[src/design/xlu_pkg.sv]
// Package with constants and types for the exclusive-OR logic unit
//
// Summary of operation
// - The register form XORs the source operand into the destination general register.
// - The register form writes only a general register; its source may use any mode.
// - The register form sets N when the result is negative and Z when it is zero.
// - The register form clears V, keeps C, and works on bytes or words.
// - The control form XORs immediate data into the selected control register.
// - On the status word or flag byte, N, Z, V and C become the result's own bits.
// - On a page or base register, N is the result MSB, Z flags zero, V clears, C holds.
// - The control form is word-sized for the status word and byte-sized otherwise.
// - No interrupt or trace is taken at the boundary right after a control form.
// - The control form is an immediate prefix, its data bytes, then 01101 and a selector.
// - The size bit of the effective-address byte means byte when 0 and word when 1.
// - Selector 000 is the status word, 011 base, 100 extended, 101 data, 111 stack page.
// - The general register field picks R0 to R7 by its binary value.
package xlu_pkg;

    // ------------------------------------------------------------
    // Instruction encodings
    // ------------------------------------------------------------
    localparam logic [3:0] XLU_EA_RN = 4'hA;
    localparam logic [3:0] XLU_EA_IND = 4'hD;
    localparam logic [3:0] XLU_EA_D8 = 4'hE;
    localparam logic [3:0] XLU_EA_D16 = 4'hF;
    localparam logic [3:0] XLU_EA_PREDEC = 4'hB;
    localparam logic [3:0] XLU_EA_POSTINC = 4'hC;
    localparam logic [3:0] XLU_EA_AA8 = 4'h0;
    localparam logic [3:0] XLU_EA_AA16 = 4'h1;
    localparam logic [2:0] XLU_EA_ABS_LOW = 3'h5;
    localparam logic [7:0] XLU_PFX_IMM8 = 8'h04;
    localparam logic [7:0] XLU_PFX_IMM16 = 8'h0C;
    localparam int XLU_SIZE_BIT = 3;
    localparam logic [4:0] XLU_OP_XOR = 5'h0C;
    localparam logic [4:0] XLU_OP_CTRL = 5'h0D;

    // ------------------------------------------------------------
    // Control register selectors
    // ------------------------------------------------------------
    localparam logic [2:0] XLU_SEL_STATUS = 3'h0;
    localparam logic [2:0] XLU_SEL_FLAGS = 3'h1;
    localparam logic [2:0] XLU_SEL_BASE = 3'h3;
    localparam logic [2:0] XLU_SEL_EXT = 3'h4;
    localparam logic [2:0] XLU_SEL_DATA = 3'h5;
    localparam logic [2:0] XLU_SEL_STACK = 3'h7;

    // ------------------------------------------------------------
    // Flag positions and reset values
    // ------------------------------------------------------------
    localparam int XLU_FLAG_N = 3;
    localparam int XLU_FLAG_Z = 2;
    localparam int XLU_FLAG_V = 1;
    localparam int XLU_FLAG_C = 0;
    localparam logic [15:0] XLU_RST_WORD = 16'h0000;
    localparam logic [7:0] XLU_RST_BYTE = 8'h00;

    // ------------------------------------------------------------
    // Register map (word index on the plain port)
    // ------------------------------------------------------------
    localparam logic [3:0] XLU_ADR_GR0 = 4'h0;
    localparam logic [3:0] XLU_ADR_STATUS = 4'h8;
    localparam logic [3:0] XLU_ADR_BASE = 4'h9;
    localparam logic [3:0] XLU_ADR_EXT = 4'hA;
    localparam logic [3:0] XLU_ADR_DATA = 4'hB;
    localparam logic [3:0] XLU_ADR_STACK = 4'hC;
    localparam logic [3:0] XLU_ADR_UNIT = 4'hD;
    localparam int XLU_UNIT_RESYNC = 0;
    localparam int XLU_UNIT_INHIBIT = 4;
    localparam int XLU_UNIT_ILLEGAL = 5;

    // ------------------------------------------------------------
    // Types
    // ------------------------------------------------------------
    typedef enum logic [3:0] {
        XLU_ST_EA = 4'b0001,
        XLU_ST_EXT_H = 4'b0010,
        XLU_ST_EXT_L = 4'b0100,
        XLU_ST_OP = 4'b1000
    } xlu_state_e;

    typedef struct packed {
        logic wr;
        logic rd;
        logic [3:0] addr;
        logic [15:0] wdata;
    } xlu_bus_s;

    typedef struct packed {
        logic word;
        logic src_reg;
        logic src_imm;
        logic [2:0] rsel;
        logic [15:0] imm;
    } xlu_insn_s;

endpackage

[src/design/xlu_top.sv]
// Exclusive-OR execution unit: byte decoder, register file and flag update
//
// Chosen here: the strobed register port and the register addresses.
`timescale 1ns/1ps

module xlu_top (
    input wire logic clk_i,
    input wire logic reset_n_i,
    input wire logic byte_valid_i,
    input wire logic [7:0] byte_i,
    input wire logic [15:0] operand_i,
    input wire xlu_pkg::xlu_bus_s bus_i,
    output logic [15:0] rd_data_o,
    output logic done_o,
    output logic illegal_o,
    output logic int_inhibit_o,
    output logic trace_inhibit_o
);

    // ------------------------------------------------------------
    // State
    // ------------------------------------------------------------
    xlu_pkg::xlu_state_e state;
    xlu_pkg::xlu_state_e next_state;
    xlu_pkg::xlu_insn_s insn;
    xlu_pkg::xlu_insn_s next_insn;
    logic [15:0] gr [8];
    logic [15:0] next_gr [8];
    logic [15:0] status_word;
    logic [15:0] next_status_word;
    logic [7:0] base_reg;
    logic [7:0] next_base_reg;
    logic [7:0] extended_page_reg;
    logic [7:0] next_extended_page_reg;
    logic [7:0] data_page_reg;
    logic [7:0] next_data_page_reg;
    logic [7:0] stack_page_reg;
    logic [7:0] next_stack_page_reg;
    logic illegal_seen;
    logic next_illegal_seen;
    logic [15:0] next_rd_data;
    logic next_done;
    logic next_illegal;
    logic next_inhibit;

    // Opcode byte strobes and the register-port resync strobe
    logic op_cycle;
    logic is_xor;
    logic is_ctrl;
    logic resync;

    assign op_cycle = byte_valid_i && (state == xlu_pkg::XLU_ST_OP);
    assign is_xor = op_cycle && (byte_i[7:3] == xlu_pkg::XLU_OP_XOR);
    assign is_ctrl = op_cycle && (byte_i[7:3] == xlu_pkg::XLU_OP_CTRL);
    assign resync = bus_i.wr && (bus_i.addr == xlu_pkg::XLU_ADR_UNIT)
        && bus_i.wdata[xlu_pkg::XLU_UNIT_RESYNC];

    // ------------------------------------------------------------
    // Instruction byte decoder
    // ------------------------------------------------------------
    always_comb begin
        next_state = state;
        next_insn = insn;
        if (resync) begin
            next_state = xlu_pkg::XLU_ST_EA;
        end else if (byte_valid_i) begin
            unique case (state)
                xlu_pkg::XLU_ST_EA: begin
                    next_insn.word = byte_i[xlu_pkg::XLU_SIZE_BIT];
                    next_insn.rsel = byte_i[2:0];
                    next_insn.src_reg = 1'b0;
                    next_insn.src_imm = 1'b0;
                    next_insn.imm = 16'h0000;
                    // Memory-mode extension bytes go unused; memory operands arrive on operand_i
                    if (byte_i == xlu_pkg::XLU_PFX_IMM8) begin
                        next_insn.src_imm = 1'b1;
                        next_insn.word = 1'b0;
                        next_state = xlu_pkg::XLU_ST_EXT_L;
                    end else if (byte_i == xlu_pkg::XLU_PFX_IMM16) begin
                        next_insn.src_imm = 1'b1;
                        next_insn.word = 1'b1;
                        next_state = xlu_pkg::XLU_ST_EXT_H;
                    end else if (byte_i[7:4] == xlu_pkg::XLU_EA_RN) begin
                        next_insn.src_reg = 1'b1;
                        next_state = xlu_pkg::XLU_ST_OP;
                    end else if (byte_i[7:4] == xlu_pkg::XLU_EA_IND
                        || byte_i[7:4] == xlu_pkg::XLU_EA_PREDEC
                        || byte_i[7:4] == xlu_pkg::XLU_EA_POSTINC) begin
                        next_state = xlu_pkg::XLU_ST_OP;
                    end else if (byte_i[7:4] == xlu_pkg::XLU_EA_D8) begin
                        next_state = xlu_pkg::XLU_ST_EXT_L;
                    end else if (byte_i[7:4] == xlu_pkg::XLU_EA_D16) begin
                        next_state = xlu_pkg::XLU_ST_EXT_H;
                    end else if (byte_i[2:0] == xlu_pkg::XLU_EA_ABS_LOW
                        && byte_i[7:4] == xlu_pkg::XLU_EA_AA8) begin
                        next_state = xlu_pkg::XLU_ST_EXT_L;
                    end else if (byte_i[2:0] == xlu_pkg::XLU_EA_ABS_LOW
                        && byte_i[7:4] == xlu_pkg::XLU_EA_AA16) begin
                        next_state = xlu_pkg::XLU_ST_EXT_H;
                    end
                end
                xlu_pkg::XLU_ST_EXT_H: begin
                    next_insn.imm[15:8] = byte_i;
                    next_state = xlu_pkg::XLU_ST_EXT_L;
                end
                xlu_pkg::XLU_ST_EXT_L: begin
                    next_insn.imm[7:0] = byte_i;
                    next_state = xlu_pkg::XLU_ST_OP;
                end
                xlu_pkg::XLU_ST_OP: begin
                    next_state = xlu_pkg::XLU_ST_EA;
                end
                default: begin
                    next_state = xlu_pkg::XLU_ST_EA;
                end
            endcase
        end
    end

    always_ff @(posedge clk_i or negedge reset_n_i) begin
        if (!reset_n_i) begin
            state <= xlu_pkg::XLU_ST_EA;
            insn <= '0;
        end else begin
            state <= next_state;
            insn <= next_insn;
        end
    end

    // ------------------------------------------------------------
    // Execution datapath
    // ------------------------------------------------------------
    always_comb begin
        logic [15:0] src;
        logic [15:0] dst;
        logic [15:0] res;
        logic [7:0] res8;
        logic [2:0] csel;
        logic legal;
        src = 16'h0000;
        dst = 16'h0000;
        res = 16'h0000;
        res8 = 8'h00;
        csel = byte_i[2:0];
        legal = 1'b0;
        next_gr = gr;
        next_status_word = status_word;
        next_base_reg = base_reg;
        next_extended_page_reg = extended_page_reg;
        next_data_page_reg = data_page_reg;
        next_stack_page_reg = stack_page_reg;
        next_illegal_seen = illegal_seen;
        next_done = 1'b0;
        next_illegal = 1'b0;
        next_inhibit = 1'b0;

        // Software writes first; an instruction writeback in the same cycle wins
        if (bus_i.wr) begin
            if (!bus_i.addr[3]) begin
                next_gr[bus_i.addr[2:0]] = bus_i.wdata;
            end else if (bus_i.addr == xlu_pkg::XLU_ADR_STATUS) begin
                next_status_word = bus_i.wdata;
            end else if (bus_i.addr == xlu_pkg::XLU_ADR_BASE) begin
                next_base_reg = bus_i.wdata[7:0];
            end else if (bus_i.addr == xlu_pkg::XLU_ADR_EXT) begin
                next_extended_page_reg = bus_i.wdata[7:0];
            end else if (bus_i.addr == xlu_pkg::XLU_ADR_DATA) begin
                next_data_page_reg = bus_i.wdata[7:0];
            end else if (bus_i.addr == xlu_pkg::XLU_ADR_STACK) begin
                next_stack_page_reg = bus_i.wdata[7:0];
            end else if (bus_i.addr == xlu_pkg::XLU_ADR_UNIT) begin
                if (bus_i.wdata[xlu_pkg::XLU_UNIT_ILLEGAL]) begin
                    next_illegal_seen = 1'b0;
                end
            end
        end

        if (is_xor) begin
            // Source: register, immediate, or operand from the fetch unit
            if (insn.src_reg) begin
                src = gr[insn.rsel];
            end else if (insn.src_imm) begin
                src = insn.imm;
            end else begin
                src = operand_i;
            end
            dst = gr[byte_i[2:0]];
            res = dst ^ src;
            if (insn.word) begin
                next_gr[byte_i[2:0]] = res;
                next_status_word[xlu_pkg::XLU_FLAG_N] = res[15];
                next_status_word[xlu_pkg::XLU_FLAG_Z] = (res == 16'h0000);
            end else begin
                next_gr[byte_i[2:0]] = {dst[15:8], res[7:0]};
                next_status_word[xlu_pkg::XLU_FLAG_N] = res[7];
                next_status_word[xlu_pkg::XLU_FLAG_Z] = (res[7:0] == 8'h00);
            end
            next_status_word[xlu_pkg::XLU_FLAG_V] = 1'b0;
            next_done = 1'b1;
        end else if (is_ctrl) begin
            // Size must match the register, and only immediates are allowed
            if (!insn.src_imm) begin
                legal = 1'b0;
            end else if (csel == xlu_pkg::XLU_SEL_STATUS) begin
                legal = insn.word;
            end else begin
                legal = !insn.word && (csel == xlu_pkg::XLU_SEL_FLAGS
                    || csel == xlu_pkg::XLU_SEL_BASE || csel == xlu_pkg::XLU_SEL_EXT
                    || csel == xlu_pkg::XLU_SEL_DATA
                    || csel == xlu_pkg::XLU_SEL_STACK);
            end
            if (legal) begin
                unique case (csel)
                    xlu_pkg::XLU_SEL_STATUS: begin
                        next_status_word = status_word ^ insn.imm;
                    end
                    xlu_pkg::XLU_SEL_FLAGS: begin
                        next_status_word[7:0] = status_word[7:0] ^ insn.imm[7:0];
                    end
                    xlu_pkg::XLU_SEL_BASE: begin
                        res8 = base_reg ^ insn.imm[7:0];
                        next_base_reg = res8;
                    end
                    xlu_pkg::XLU_SEL_EXT: begin
                        res8 = extended_page_reg ^ insn.imm[7:0];
                        next_extended_page_reg = res8;
                    end
                    xlu_pkg::XLU_SEL_DATA: begin
                        res8 = data_page_reg ^ insn.imm[7:0];
                        next_data_page_reg = res8;
                    end
                    default: begin
                        res8 = stack_page_reg ^ insn.imm[7:0];
                        next_stack_page_reg = res8;
                    end
                endcase
                if (csel != xlu_pkg::XLU_SEL_STATUS && csel != xlu_pkg::XLU_SEL_FLAGS) begin
                    next_status_word[xlu_pkg::XLU_FLAG_N] = res8[7];
                    next_status_word[xlu_pkg::XLU_FLAG_Z] = (res8 == 8'h00);
                    next_status_word[xlu_pkg::XLU_FLAG_V] = 1'b0;
                end
                next_done = 1'b1;
                next_inhibit = 1'b1;
            end else begin
                // Disallowed combination: nothing is written, the event is flagged
                next_illegal = 1'b1;
                next_illegal_seen = 1'b1;
            end
        end
    end

    always_ff @(posedge clk_i or negedge reset_n_i) begin
        if (!reset_n_i) begin
            for (int i = 0; i < 8; i++) begin
                gr[i] <= xlu_pkg::XLU_RST_WORD;
            end
            status_word <= xlu_pkg::XLU_RST_WORD;
            base_reg <= xlu_pkg::XLU_RST_BYTE;
            extended_page_reg <= xlu_pkg::XLU_RST_BYTE;
            data_page_reg <= xlu_pkg::XLU_RST_BYTE;
            stack_page_reg <= xlu_pkg::XLU_RST_BYTE;
            illegal_seen <= 1'b0;
        end else begin
            gr <= next_gr;
            status_word <= next_status_word;
            base_reg <= next_base_reg;
            extended_page_reg <= next_extended_page_reg;
            data_page_reg <= next_data_page_reg;
            stack_page_reg <= next_stack_page_reg;
            illegal_seen <= next_illegal_seen;
        end
    end

    // ------------------------------------------------------------
    // Register read port and event outputs
    // ------------------------------------------------------------
    always_comb begin
        next_rd_data = 16'h0000;
        if (bus_i.rd) begin
            if (!bus_i.addr[3]) begin
                next_rd_data = gr[bus_i.addr[2:0]];
            end else if (bus_i.addr == xlu_pkg::XLU_ADR_STATUS) begin
                next_rd_data = status_word;
            end else if (bus_i.addr == xlu_pkg::XLU_ADR_BASE) begin
                next_rd_data = {8'h00, base_reg};
            end else if (bus_i.addr == xlu_pkg::XLU_ADR_EXT) begin
                next_rd_data = {8'h00, extended_page_reg};
            end else if (bus_i.addr == xlu_pkg::XLU_ADR_DATA) begin
                next_rd_data = {8'h00, data_page_reg};
            end else if (bus_i.addr == xlu_pkg::XLU_ADR_STACK) begin
                next_rd_data = {8'h00, stack_page_reg};
            end else if (bus_i.addr == xlu_pkg::XLU_ADR_UNIT) begin
                next_rd_data = {10'h000, illegal_seen, int_inhibit_o, state};
            end
        end
    end

    always_ff @(posedge clk_i or negedge reset_n_i) begin
        if (!reset_n_i) begin
            rd_data_o <= 16'h0000;
            done_o <= 1'b0;
            illegal_o <= 1'b0;
            int_inhibit_o <= 1'b0;
            trace_inhibit_o <= 1'b0;
        end else begin
            rd_data_o <= next_rd_data;
            done_o <= next_done;
            illegal_o <= next_illegal;
            int_inhibit_o <= next_inhibit;
            trace_inhibit_o <= next_inhibit;
        end
    end

endmodule

[config.mk]
export PLATFORM = sky130hd
export DESIGN_NAME = xlu_top
export DESIGN_NICKNAME = d
export VERILOG_FILES = /design/src/design/xlu_pkg.sv /design/src/design/xlu_top.sv
export SDC_FILE = /design/constraint.sdc
export NUM_CORES = 1
export LEC_CHECK = 0
export BUFFER_PORTS_ARGS = -buffer_cell sky130_fd_sc_hd__buf_2
export CORE_AREA = 2 2 185 187
export CTS_BUF_LIST = sky130_fd_sc_hd__clkbuf_16
export DETAILED_ROUTE_END_ITERATION = 7
export DIE_AREA = 0 0 187 189
export GPL_ROUTABILITY_DRIVEN = 0
export SLEW_MARGIN = 25
export SYNTH_ARGS = -nofsm -noshare
export SYNTH_HDL_FRONTEND = slang
export SYNTH_SLANG_ARGS = --single-unit
[constraint.sdc]
create_clock -name clk_i -period 3.5 [get_ports clk_i]
set_clock_uncertainty 0.05 [all_clocks]
set_input_delay 0.175 -clock clk_i [delete_from_list [all_inputs] [get_ports clk_i]]
set_output_delay 0.175 -clock clk_i [all_outputs]
set_load 0.03 [all_outputs]
# After elaboration in Yosys (flattened, before gate mapping)
# Index checks and enable logic that the tools add are counted.
# W data, S select, Z words.
dict set report totals {
  regBits 222
  input_bits 49
  output_inout_bits 20
}
dict set report op_classes {
  order_cmp 5
  eq_ne 28
  muxes 128
  bitwise_logic 11
  n_reduce_logical 33
}
# op count
set ops {}
lappend ops {{$mux W128} 4}
lappend ops {{$bwmux W128} 3}
lappend ops {{$mux W8} 46}
lappend ops {{$mux W16} 19}
lappend ops {{$bmux W16 S3} 3}
lappend ops {{$demux W16 S3} 2}
lappend ops {{$eq A4 B4 Y1 const B} 13}
lappend ops {{$pmux W8 S2} 3}
lappend ops {{$mux W4} 10}
lappend ops {{$xor A8 B8 Y8} 5}
lappend ops {{$pmux W8 S4} 1}
lappend ops {{$xor A16 B16 Y16} 2}
lappend ops {{$mux W1} 31}
lappend ops {{$logic_not A16 Y1} 1}
lappend ops {{$logic_not A8 Y1} 2}
lappend ops {{$ge A4 B4 Y1 const B} 3}
lappend ops {{$mux W12} 1}
lappend ops {{$not A3 Y4} 3}
lappend ops {{$pmux W4 S3} 1}
lappend ops {{$logic_and A1 B1 Y1} 11}
lappend ops {{$eq A5 B4 Y1 const B} 2}
lappend ops {{$ne A10 B10 Y1 const B} 1}
lappend ops {{$eq A3 B3 Y1 const B} 3}
lappend ops {{$reduce_and A3 Y1} 3}
lappend ops {{22 further kinds} 32}

# Longest topological paths before layout
# Gate-level depths: netlist of the first run.
dict set report logic_depth {
  word_depth 18
  ltp_mapped 10
  mapped_depth_nobuf 8
}

# Worst setup path before layout of the first run
# Ideal clock, no wire load.
dict set report synth_path {
  kind {register to register}
  from {reg insn[16] (netlist bit)}
  to {reg status_word[2]}
  setup_time_ns 0.066
  arrival_time_ns 2.383
  required_time_ns 3.384
  setup_slack_ns 1.001
  path_stages_with_launch 9
  synth_period_minus_slack_ns 2.499
  path_cell_list {dfrtp_1 buf_2 mux4_2 nand2b_1 a31oi_1 xor2_1 or4_1 o41ai_2 a31o_1}
}
dict set report synth_between {
  elab_chain_len 10
  word_cells_on_any_way 11
}
# element line
set synth_lines {}
lappend synth_lines {{start: declaration} xlu_top.sv:25} ;# xlu_pkg::xlu_insn_s insn;
lappend synth_lines {{start signal: assignment} xlu_top.sv:126} ;# insn <= next_insn;
lappend synth_lines {{$not A3 Y4 (implied by the code) *} xlu_top.sv:181} ;# src = gr[insn.rsel];
lappend synth_lines {{$bmux W16 S3 *} xlu_top.sv:181}
lappend synth_lines {{$mux W16 (implied by the code) * (2 in series)} xlu_top.sv:181}
lappend synth_lines {{$mux W16 *} xlu_top.sv:180} ;# if (insn.src_reg) begin
lappend synth_lines {{$mux W16 *} xlu_top.sv:178} ;# if (is_xor) begin
lappend synth_lines {{$xor A16 B16 Y16 *} xlu_top.sv:188} ;# res = dst ^ src;
lappend synth_lines {{$logic_not A16 Y1 or $logic_not A8 Y1 (tied branches)} {xlu_top.sv:192, xlu_top.sv:196}}
lappend synth_lines {{$mux W2 *} xlu_top.sv:189} ;# if (insn.word) begin
lappend synth_lines {{$mux W3 *} xlu_top.sv:178}
lappend synth_lines {{named net next_status_word[2]} xlu_top.sv:30} ;# logic [15:0] next_status_word;
lappend synth_lines {{end signal: assignment} xlu_top.sv:257} ;# status_word <= xlu_pkg::XLU_RST_WORD;
lappend synth_lines {{end signal: assignment} xlu_top.sv:265} ;# status_word <= next_status_word;
lappend synth_lines {{end: declaration} xlu_top.sv:29} ;# logic [15:0] status_word;
# The timed path passes the listed nets; every way through them passes the cells marked *. The select of a mux whose other input is x is not followed.
# A chain may end at the register's enable or synchronous reset.

==> impl_metrics.env, run 1 <==
export IMPL_status="complete, no violations"
export IMPL_worstSetupEndpointType="flop"
export IMPL_fin_tns_setup_ps=0
export IMPL_synth_fp_nets=1568
export IMPL_synth_top_family_by_area="multiplexers"
export IMPL_die_w_um=187
export IMPL_tightest_slew_ps=897
export IMPL_drc=0
export IMPL_fillers=3038
export IMPL_grt_ovfl_total=0
export IMPL_ys_flop_type="dfrtp_1"
export IMPL_grt_pass1_wl_um=78400
export IMPL_ios=69
export IMPL_drive_gt1_frac=0.219
export IMPL_clk_latency_ps=550
export IMPL_biggestRegsByFlops="gr x128, insn x22"
export IMPL_setup_ws_ps=462
export IMPL_ys_ff_latch=222
export IMPL_wl_um=51300
export IMPL_cts_buffer_depth=3
export IMPL_avgSynthCellArea_um2=9.75
export IMPL_arrival_ps=3380
export IMPL_r2r_end="gr[60]$_DFF_PN0_"
export IMPL_synth_seq_area_share=0.375
export IMPL_synth_edf_count=0
export IMPL_grt_max_degree=72
export IMPL_drv_cap=0
export IMPL_dr_pass1_iters=7
export IMPL_dieArea_mm2=0.0353
export IMPL_synth_distinct_cells=69
export IMPL_initial_core_util=0.445
export IMPL_largest_reg_flops=128
export IMPL_drt_wirelength_per_cell_um=25.5
export IMPL_synth_fa_ha_area_frac=0
export IMPL_finalSetupViolations=0
export IMPL_fin_hold_ws_ps=13.2
export IMPL_synth_xor_area_share=0.0224
export IMPL_yosysTopAreaCell="dfrtp_1"
export IMPL_vdd_drop_max_uv=405
export IMPL_synth_warnings=0
export IMPL_cts_tree="yes"
export IMPL_antenna_left=0
export IMPL_antenna_found_initial=2
export IMPL_hp_class="in2reg"
export IMPL_synthSimpleGateAreaFrac=0.132
export IMPL_dp_hpwl_um=34700
export IMPL_synth_area_mm2=0.0148
export IMPL_async_flop_share=1.00
export IMPL_via_count=13086
export IMPL_port_buffers=68
export IMPL_rr_worst_depth=7
export IMPL_grtUsageTotal=0.289
export IMPL_vias_per_cell=6.49
export IMPL_syn_inst=1519
export IMPL_fp_coreArea_mm2=0.0333
export IMPL_critPathLaunchType="flop"
export IMPL_min_from="bus_i[20]"
export IMPL_synth_area_leaders="dfrtp_1 (37%), mux4_2 (12%), a21oi_1 (6.6%), mux2_2 (5.9%), mux2i_1 (4.1%)"
export IMPL_clock_sinks=222
export IMPL_reg2reg_from="insn[17]$_DFFE_PN0P_"
export IMPL_hold_path_end="rd_data_o[1]$_DFF_PN0_"
export IMPL_row_count=67
export IMPL_worstPathRequired_ps=3840
export IMPL_p_leak_nw=7.01
export IMPL_synth_compound_area_frac=0.195
export IMPL_finalMaxSlewViolations=0
export IMPL_final_cell_mix="dfrtp_1 (220), a21oi_1 (195), nor2_1 (99)"
export IMPL_cp_max_fo=12
export IMPL_dp_slack_ps=458
export IMPL_cts_setup_buffers=0
export IMPL_root_buffer="clkbuf_16"
export IMPL_r2r_setup_slack_ps=460
export IMPL_regMostFlops="gr"
export IMPL_fmax_ghz=0.329
export IMPL_period_minus_slack_ps=3040
export IMPL_slew_headroom=0.400
export IMPL_critPathKind="reg2reg"
export IMPL_rsz0062_at_grt="false"
export IMPL_htreeDepth=1
export IMPL_min_path_cells=2
export IMPL_syn_to_final_growth_pct=12.2
export IMPL_p_total_mw=10.5
export IMPL_fin_nets=1599
export IMPL_final_util=0.499
export IMPL_powerDensity_mw_per_mm2=632
export IMPL_synth_mux_area_frac=0.224
export IMPL_grt_pass1_vias=12749
export IMPL_drt_iter0_drc=1641
export IMPL_synth_top_area_frac=0.374
export IMPL_hold_viol=0
export IMPL_min_period_over_period=0.868
export IMPL_clkTransAtPathRegs_ps=60
export IMPL_final_common_cell="dfrtp_1"
export IMPL_chipHeight_um=189
export IMPL_cts_buffers=27
-- routing by layer --
metal / global-route usage / vias up / part of all wire
met3: 0.0560 / 159 / 0.092
met2: 0.461 / 741 / 0.46
met4: 0.131 / 0 / 0.044
met1: 0.383 / 6466 / 0.40
li1: - / 5720 / -
met5: 0 / - / 0
-- repair_timing --
action | 4_1_cts | 5_1_grt
hold buffers | 9 | 0
hold endpoints to repair | 83 | 0
gates resized for setup | 0 | 0
-- synthesized netlist by cell type, types with 44 or more instances --
master	count
a21oi_1	195
dfrtp_1	221
o21ai_0	79
mux4_2	81
mux2_2	77
inv_1	44
nand2_1	86
nor2b_1	81
nor2_1	108
mux2i_1	60
clkbuf_1	100
a211oi_1	70
-- final cells by class --
class / count / area, µm² / area share
diodes: 2 / 5.00 / 0.000301
clock buffers: 27 / 676 / 0.0407
clock inverters: 19 / 131 / 0.00791
inverters: 48 / 180 / 0.0108
multi-input cells: 1116 / 8540 / 0.514
flip-flops and latches: 222 / 5560 / 0.334
well taps: 448 / 561 / 0.0337
repair buffers: 135 / 966 / 0.0581
-- metrics by stage --
step                      cell area, µm²  std cells
final                              16600       2017
after global placement             15700       1960
after detailed placement           15700       1960
after floorplan                    14800       1519
after CTS                          16600       2015
after global routing               16600       2017
-- worst max-delay path, stage by stage (launching register included) --
cell and delay, ps:
dfrtp_1 670, buf_4 310, mux4_2 510, mux2_2 270
a21oi_1 170, xor2_1 160, a21oi_1 600, a21oi_1 150
-- worst max-delay path by stage --
stage	startpoint	endpoint	slack, ps	cells past startpoint
after CTS	insn[17]$_DFFE_PN0P_	gr[60]$_DFF_PN0_	450	7
final	insn[17]$_DFFE_PN0P_	gr[60]$_DFF_PN0_	460	7
after global routing	state[2]$_DFFE_PN0P_	data_page_reg[0]$_DFF_PN0_	240	8
after global placement	insn[17]$_DFFE_PN0P_	gr[124]$_DFF_PN0_	480	7
after detailed placement	insn[17]$_DFFE_PN0P_	gr[76]$_DFF_PN0_	460	7
after floorplan	insn[16]$_DFFE_PN0P_	status_word[2]$_DFF_PN0_	1000	8
-- cell families after synthesis --
kind of cell	Yosys count
XOR/XNOR	37
AO/OA/AOI/OAI	467
flip-flops	222
buffers and inverters	181
AND/OR/NAND/NOR	392
multiplexers	220
-- report_power, final --
part	switching [mW]	total, mW	leakage, nW	internal (mW)
logic	1.93	3.75	3.84	1.82
clock network	1.16	2.69	0.425	1.53
registers	0.912	4.07	2.74	3.16
(Power assumes the default switching activity.)
==> run 2, diff against run 1 <==
--- a/config.mk
+++ b/config.mk
@@ -5,7 +5,7 @@
 export SDC_FILE = /design/constraint.sdc
 export NUM_CORES = 1
 export LEC_CHECK = 0
-export BUFFER_PORTS_ARGS = -buffer_cell sky130_fd_sc_hd__buf_2
+export BUFFER_PORTS_ARGS = -buffer_cell sky130_fd_sc_hd__clkbuf_2
 export CORE_AREA = 2 2 185 187
 export CTS_BUF_LIST = sky130_fd_sc_hd__clkbuf_16
 export DETAILED_ROUTE_END_ITERATION = 7
==> run 2 against run 1 <==
  * Sequential share of layout area fell by 0.31 points
  * Sequential power shrank 2%
  * Count of clock-buffer cells in the layout rose by 2
  * First-iteration DRC count shrank 8.0%
  * Combinational power rose by 2%
  * Utilization is 0.47 points higher
==> impl_metrics.env, run 2 (synthesis results as in run 1) <==
export IMPL_status="complete, no violations"
export IMPL_vias_per_cell=6.45
export IMPL_chipHeight_um=189
export IMPL_port_buffers=68
export IMPL_antenna_left=0
export IMPL_fillers=3065
export IMPL_min_period_over_period=0.881
export IMPL_worstSetupEndpointType="flop"
export IMPL_p_total_mw=10.6
export IMPL_clock_sinks=222
export IMPL_finalSetupViolations=0
export IMPL_vdd_drop_max_uv=355
export IMPL_hold_path_end="status_word[9]$_DFF_PN0_"
export IMPL_cts_buffer_depth=3
export IMPL_dp_hpwl_um=35600
export IMPL_setup_ws_ps=417
export IMPL_cts_buffers=28
export IMPL_place_inst=1975
export IMPL_powerDensity_mw_per_mm2=635
export IMPL_switching_share=0.378
export IMPL_intPower_mw=6.62
export IMPL_switchingPower_mw=4.03
export IMPL_tightest_slew_ps=943
export IMPL_critPathLaunchType="flop"
export IMPL_drive_gt1_frac=0.230
export IMPL_wl_um=51700
export IMPL_worstPathRequired_ps=3860
export IMPL_grt_pass1_vias=12850
export IMPL_dp_slack_ps=407
export IMPL_period_minus_slack_ps=3080
export IMPL_drt_iter0_drc=1509
export IMPL_min_from="bus_i[9]"
export IMPL_fp_coreArea_mm2=0.0333
export IMPL_r2r_setup_slack_ps=420
export IMPL_row_count=67
export IMPL_hp_class="in2reg"
export IMPL_grt_ovfl_total=0
export IMPL_drc=0
export IMPL_grt_max_degree=94
export IMPL_cp_max_fo=12
export IMPL_cts_setup_buffers=0
export IMPL_fin_tns_setup_ps=0
export IMPL_fin_nets=1616
export IMPL_final_util=0.504
export IMPL_initial_core_util=0.445
export IMPL_min_path_cells=3
export IMPL_drv_cap=0
export IMPL_rr_worst_depth=7
export IMPL_cts_tree="yes"
export IMPL_syn_to_final_growth_pct=13.3
export IMPL_htreeDepth=1
export IMPL_comb_power_share=0.360
export IMPL_multi_input_area_mm2=0.00854
export IMPL_regMostFlops="gr"
export IMPL_via_count=13116
export IMPL_arrival_ps=3440
export IMPL_dr_pass1_iters=6
export IMPL_clkTransAtPathRegs_ps=60
export IMPL_rsz0062_at_grt="false"
export IMPL_dieArea_mm2=0.0353
export IMPL_final_common_cell="dfrtp_1"
export IMPL_die_w_um=187
export IMPL_finalMaxSlewViolations=0
export IMPL_r2r_end="gr[76]$_DFF_PN0_"
export IMPL_reg2reg_from="insn[17]$_DFFE_PN0P_"
export IMPL_largest_reg_flops=128
export IMPL_slew_headroom=0.367
export IMPL_fin_hold_ws_ps=33.7
export IMPL_fmax_ghz=0.324
export IMPL_hold_viol=0
export IMPL_seqCellArea_mm2=0.00556
export IMPL_cts_resized=0
export IMPL_fin_area_mm2=0.0168
export IMPL_drt_wirelength_per_cell_um=25.4
export IMPL_grtUsageTotal=0.294
export IMPL_clk_latency_ps=560
export IMPL_placed_area_mm2=0.0158
export IMPL_p_leak_nw=7.09
export IMPL_critPathKind="reg2reg"
export IMPL_layoutNonFillerInstCount=2035
export IMPL_biggestRegsByFlops="gr x128, insn x22"
export IMPL_grt_pass1_wl_um=80300
export IMPL_pwr_share_clk=0.264
export IMPL_ios=69
export IMPL_power_frac_seq=0.376
export IMPL_antenna_found_initial=1
export IMPL_final_cell_mix="dfrtp_1 (220), a21oi_1 (195), nor2_1 (99)"
export IMPL_root_buffer="clkbuf_16"
-- run 2: critical path, stage by stage, from the launching register on --
cell and delay (ps):
dfrtp_1 730, buf_4 320, mux4_2 520, mux2_2 270, a21oi_1 170, xor2_1 120, a21oi_1 580, a21oi_1 160
-- run 2: layout make-up --
class,instances,area share
multi-input cells,1116,0.509
flip-flops and latches,222,0.331
repair buffers,151,0.0634
clock buffers,29,0.0433
well taps,448,0.0334
inverters,48,0.0107
clock inverters,20,0.00858
diodes,1,0.000149
-- run 2: power by group through the flow --
stage	logic [mW]	registers (mW)	clock network [mW]
5_1_grt	4.17	4.08	2.94
4_1_cts	3.79	3.97	2.83
3_5_place_dp	3.76	4.01	0
3_3_place_gp	3.70	3.99	0
2_1_floorplan	2.98	3.58	0
6_report	3.84	4.00	2.81
-- run 2: what timing repair did --
item	in CTS	in global routing
hold buffers	10	0
endpoints found under the setup margin	0	0
hold endpoints to repair	102	0
-- run 2: how the worst max path moves through the flow --
stage | startpoint | end | slack [ps] | depth (start not counted)
after floorplan | insn[16]$_DFFE_PN0P_ | status_word[2]$_DFF_PN0_ | 1000 | 8
after global placement | insn[16]$_DFFE_PN0P_ | status_word[2]$_DFF_PN0_ | 470 | 7
after detailed placement | insn[17]$_DFFE_PN0P_ | gr[76]$_DFF_PN0_ | 410 | 7
after CTS | insn[16]$_DFFE_PN0P_ | status_word[2]$_DFF_PN0_ | 420 | 7
after global routing | state[3]$_DFFE_PN0P_ | data_page_reg[4]$_DFF_PN0_ | 170 | 8
final | insn[17]$_DFFE_PN0P_ | gr[76]$_DFF_PN0_ | 420 | 7
-- run 2: routing by layer --
metal	up-vias	track usage	wire [µm]
met2	676	0.469	23900
met4	0	0.108	1950
li1	5740	-	-
met5	-	0	0
met1	6570	0.399	21500
met3	130	0.0578	4380
==> run 3, diff against run 2 <==
==> constraint.sdc (replaced) <==
create_clock -name clk_i -period 3.4 [get_ports clk_i]
set_clock_uncertainty 0.05 [all_clocks]
set_input_delay 0.17 -clock clk_i [delete_from_list [all_inputs] [get_ports clk_i]]
set_output_delay 0.17 -clock clk_i [all_outputs]
set_load 0.03 [all_outputs]
==> run 3 against run 2 <==
  * Global-route usage is 0.10 points lower
  * Maximum frequency is 3.0% higher
  * The run now ends with design-rule violations left
  * Sequential share of layout area hardly changed
  * Clock power is 2% higher
  * Critical path depth is 1 higher
  * Worst setup slack worse by 11 ps
  * First-iteration DRC count is 3.5% lower
  * Combinational power is 6.5% higher
  * Final cell count is 0.15% higher
  * Wire length is 0.60% higher
  * Design area is 0.13% higher
  * Flip-flop and latch count stayed put
==> impl_metrics.env, run 3 (synthesis results as in run 1) <==
export IMPL_htreeDepth=1
export IMPL_vias_per_cell=6.48
export IMPL_p_total_mw=11.0
export IMPL_period_minus_slack_ps=2990
export IMPL_rr_worst_depth=8
export IMPL_violations="design-rule violations"
export IMPL_finalSetupViolations=0
export IMPL_grt_pass1_vias=12758
export IMPL_clock_sinks=222
export IMPL_syn_to_final_growth_pct=13.4
export IMPL_cp_max_fo=18
export IMPL_min_period_over_period=0.881
export IMPL_drt_iter0_drc=1456
export IMPL_dp_slack_ps=425
export IMPL_fillers=3042
export IMPL_fin_area_mm2=0.0168
export IMPL_cts_buffers=27
export IMPL_dr_pass1_iters=8
export IMPL_status="finished with violations"
export IMPL_largest_reg_flops=128
export IMPL_die_w_um=187
export IMPL_p_leak_nw=7.10
export IMPL_setup_ws_ps=406
export IMPL_ios=69
export IMPL_grt_met3_usage=0.0523
export IMPL_wl_um=52000
export IMPL_drv_cap=0
export IMPL_use_met2=0.465
export IMPL_row_count=67
export IMPL_critPathLaunchType="flop"
export IMPL_arrival_ps=3420
export IMPL_grt_util_met1=0.404
export IMPL_drc=1
export IMPL_hold_viol=0
export IMPL_powerDensity_mw_per_mm2=655
export IMPL_grt_ovfl_total=0
export IMPL_biggestRegsByFlops="gr x128, insn x22"
export IMPL_final_common_cell="dfrtp_1"
export IMPL_tightest_slew_ps=989
export IMPL_fin_nets=1618
export IMPL_placed_area_mm2=0.0158
export IMPL_clkTransAtPathRegs_ps=60
export IMPL_worstPathRequired_ps=3820
export IMPL_grt_max_degree=75
export IMPL_fp_coreArea_mm2=0.0333
export IMPL_cts_setup_buffers=0
export IMPL_drt_wirelength_per_cell_um=25.5
export IMPL_dieArea_mm2=0.0353
export IMPL_fin_tns_setup_ps=0
export IMPL_initial_core_util=0.445
export IMPL_grtUsageTotal=0.293
export IMPL_slew_headroom=0.336
export IMPL_place_inst=1978
export IMPL_worstSetupEndpointType="flop"
export IMPL_cts_buffer_depth=3
export IMPL_drive_gt1_frac=0.231
export IMPL_fmax_ghz=0.334
export IMPL_critPathKind="reg2reg"
export IMPL_final_cell_mix="dfrtp_1 (220), a21oi_1 (195), nor2_1 (99)"
export IMPL_clk_latency_ps=560
export IMPL_antenna_found_initial=1
export IMPL_vdd_drop_max_uv=391
export IMPL_regMostFlops="gr"
export IMPL_grt_pass1_wl_um=79900
export IMPL_hp_class="in2reg"
export IMPL_min_path_cells=3
export IMPL_grt_busiest_layer="met2"
export IMPL_dp_hpwl_um=36000
export IMPL_antenna_left=0
export IMPL_rsz0062_at_grt="false"
export IMPL_chipHeight_um=189
export IMPL_layoutNonFillerInstCount=2038
export IMPL_port_buffers=68
export IMPL_finalMaxSlewViolations=0
export IMPL_root_buffer="clkbuf_16"
export IMPL_cts_tree="yes"
export IMPL_via_count=13204
[run 3: changes by cell type in the layout (fill, tap and decap cells not counted)]
cell and change:
inv_1 -1, inv_6 +1, buf_4 +2, or3_1 -1, clkinvlp_4 +1, buf_12 +1, or3_2 +1, clkinv_1 +3
clkinv_4 -1, bufinv_16 +1, clkinv_2 -2, clkbuf_16 -2
[run 3: power breakdown]
part / internal (mW) / switching (mW)
clock: 1.66 / 1.20
combinational: 1.92 / 2.17
sequential: 3.25 / 0.796
total: 6.84 / 4.16
[run 3: worst paths after layout]
path | end | slack (ps) | startpoint
setup / recovery | base_reg[6]$_DFF_PN0_ | 410 | state[1]$_DFFE_PN0P_
hold / removal | status_word[14]$_DFF_PN0_ | 40 | bus_i[14]
setup reg to reg | base_reg[6]$_DFF_PN0_ | 410 | state[1]$_DFFE_PN0P_
hold reg to reg | illegal_seen$_DFF_PN0_ | 450 | illegal_seen$_DFF_PN0_
max in group asynchronous | state[0]$_DFFE_PN1P_ | 2080 | reset_n_i
min in group asynchronous | base_reg[0]$_DFF_PN0_ | 130 | reset_n_i
[run 3: worst max-delay path: stages (launching register included)]
cell and delay [ps]:
dfrtp_1 470, nor4b_1 440, and4_1 320, nand2_1 190
inv_2 190, nand3_1 460, nand3_1 480, o32ai_1 150
a21oi_1 150
[run 3: metal layers]
layer	share of wire	up-vias
met4	0.039	0
met1	0.41	6601
li1	-	5745
met3	0.093	134
met5	0	-
met2	0.46	724
[run 3: cell type report]
cell class                      count  area [µm²]  share of cell area
Multi-Input combinational cell   1116        8540               0.509
Sequential cell                   222        5560               0.331
Inverter                           48         180              0.0107
Timing Repair Buffer              154        1100              0.0654
Clock buffer                       27         676              0.0402
Tap cell                          448         561              0.0334
Antenna cell                        1        2.50            0.000149
Clock inverter                     22         179              0.0107
[run 3: timing repair]
| item | 4_1_cts | 5_1_grt |
|---|---|---|
| hold endpoints to repair | 87 | 0 |
| gates resized for setup | 0 | 0 |
| hold buffers | 10 | 0 |
| endpoints found under the setup margin | 0 | 0 |
[run 3: through the flow]
stage,hold slack [ps],util
after floorplan,-176,-
after global placement,141,0.476
after detailed placement,146,0.476
after CTS,9.18,0.505
after global routing,57.7,0.505
final,44.8,0.505
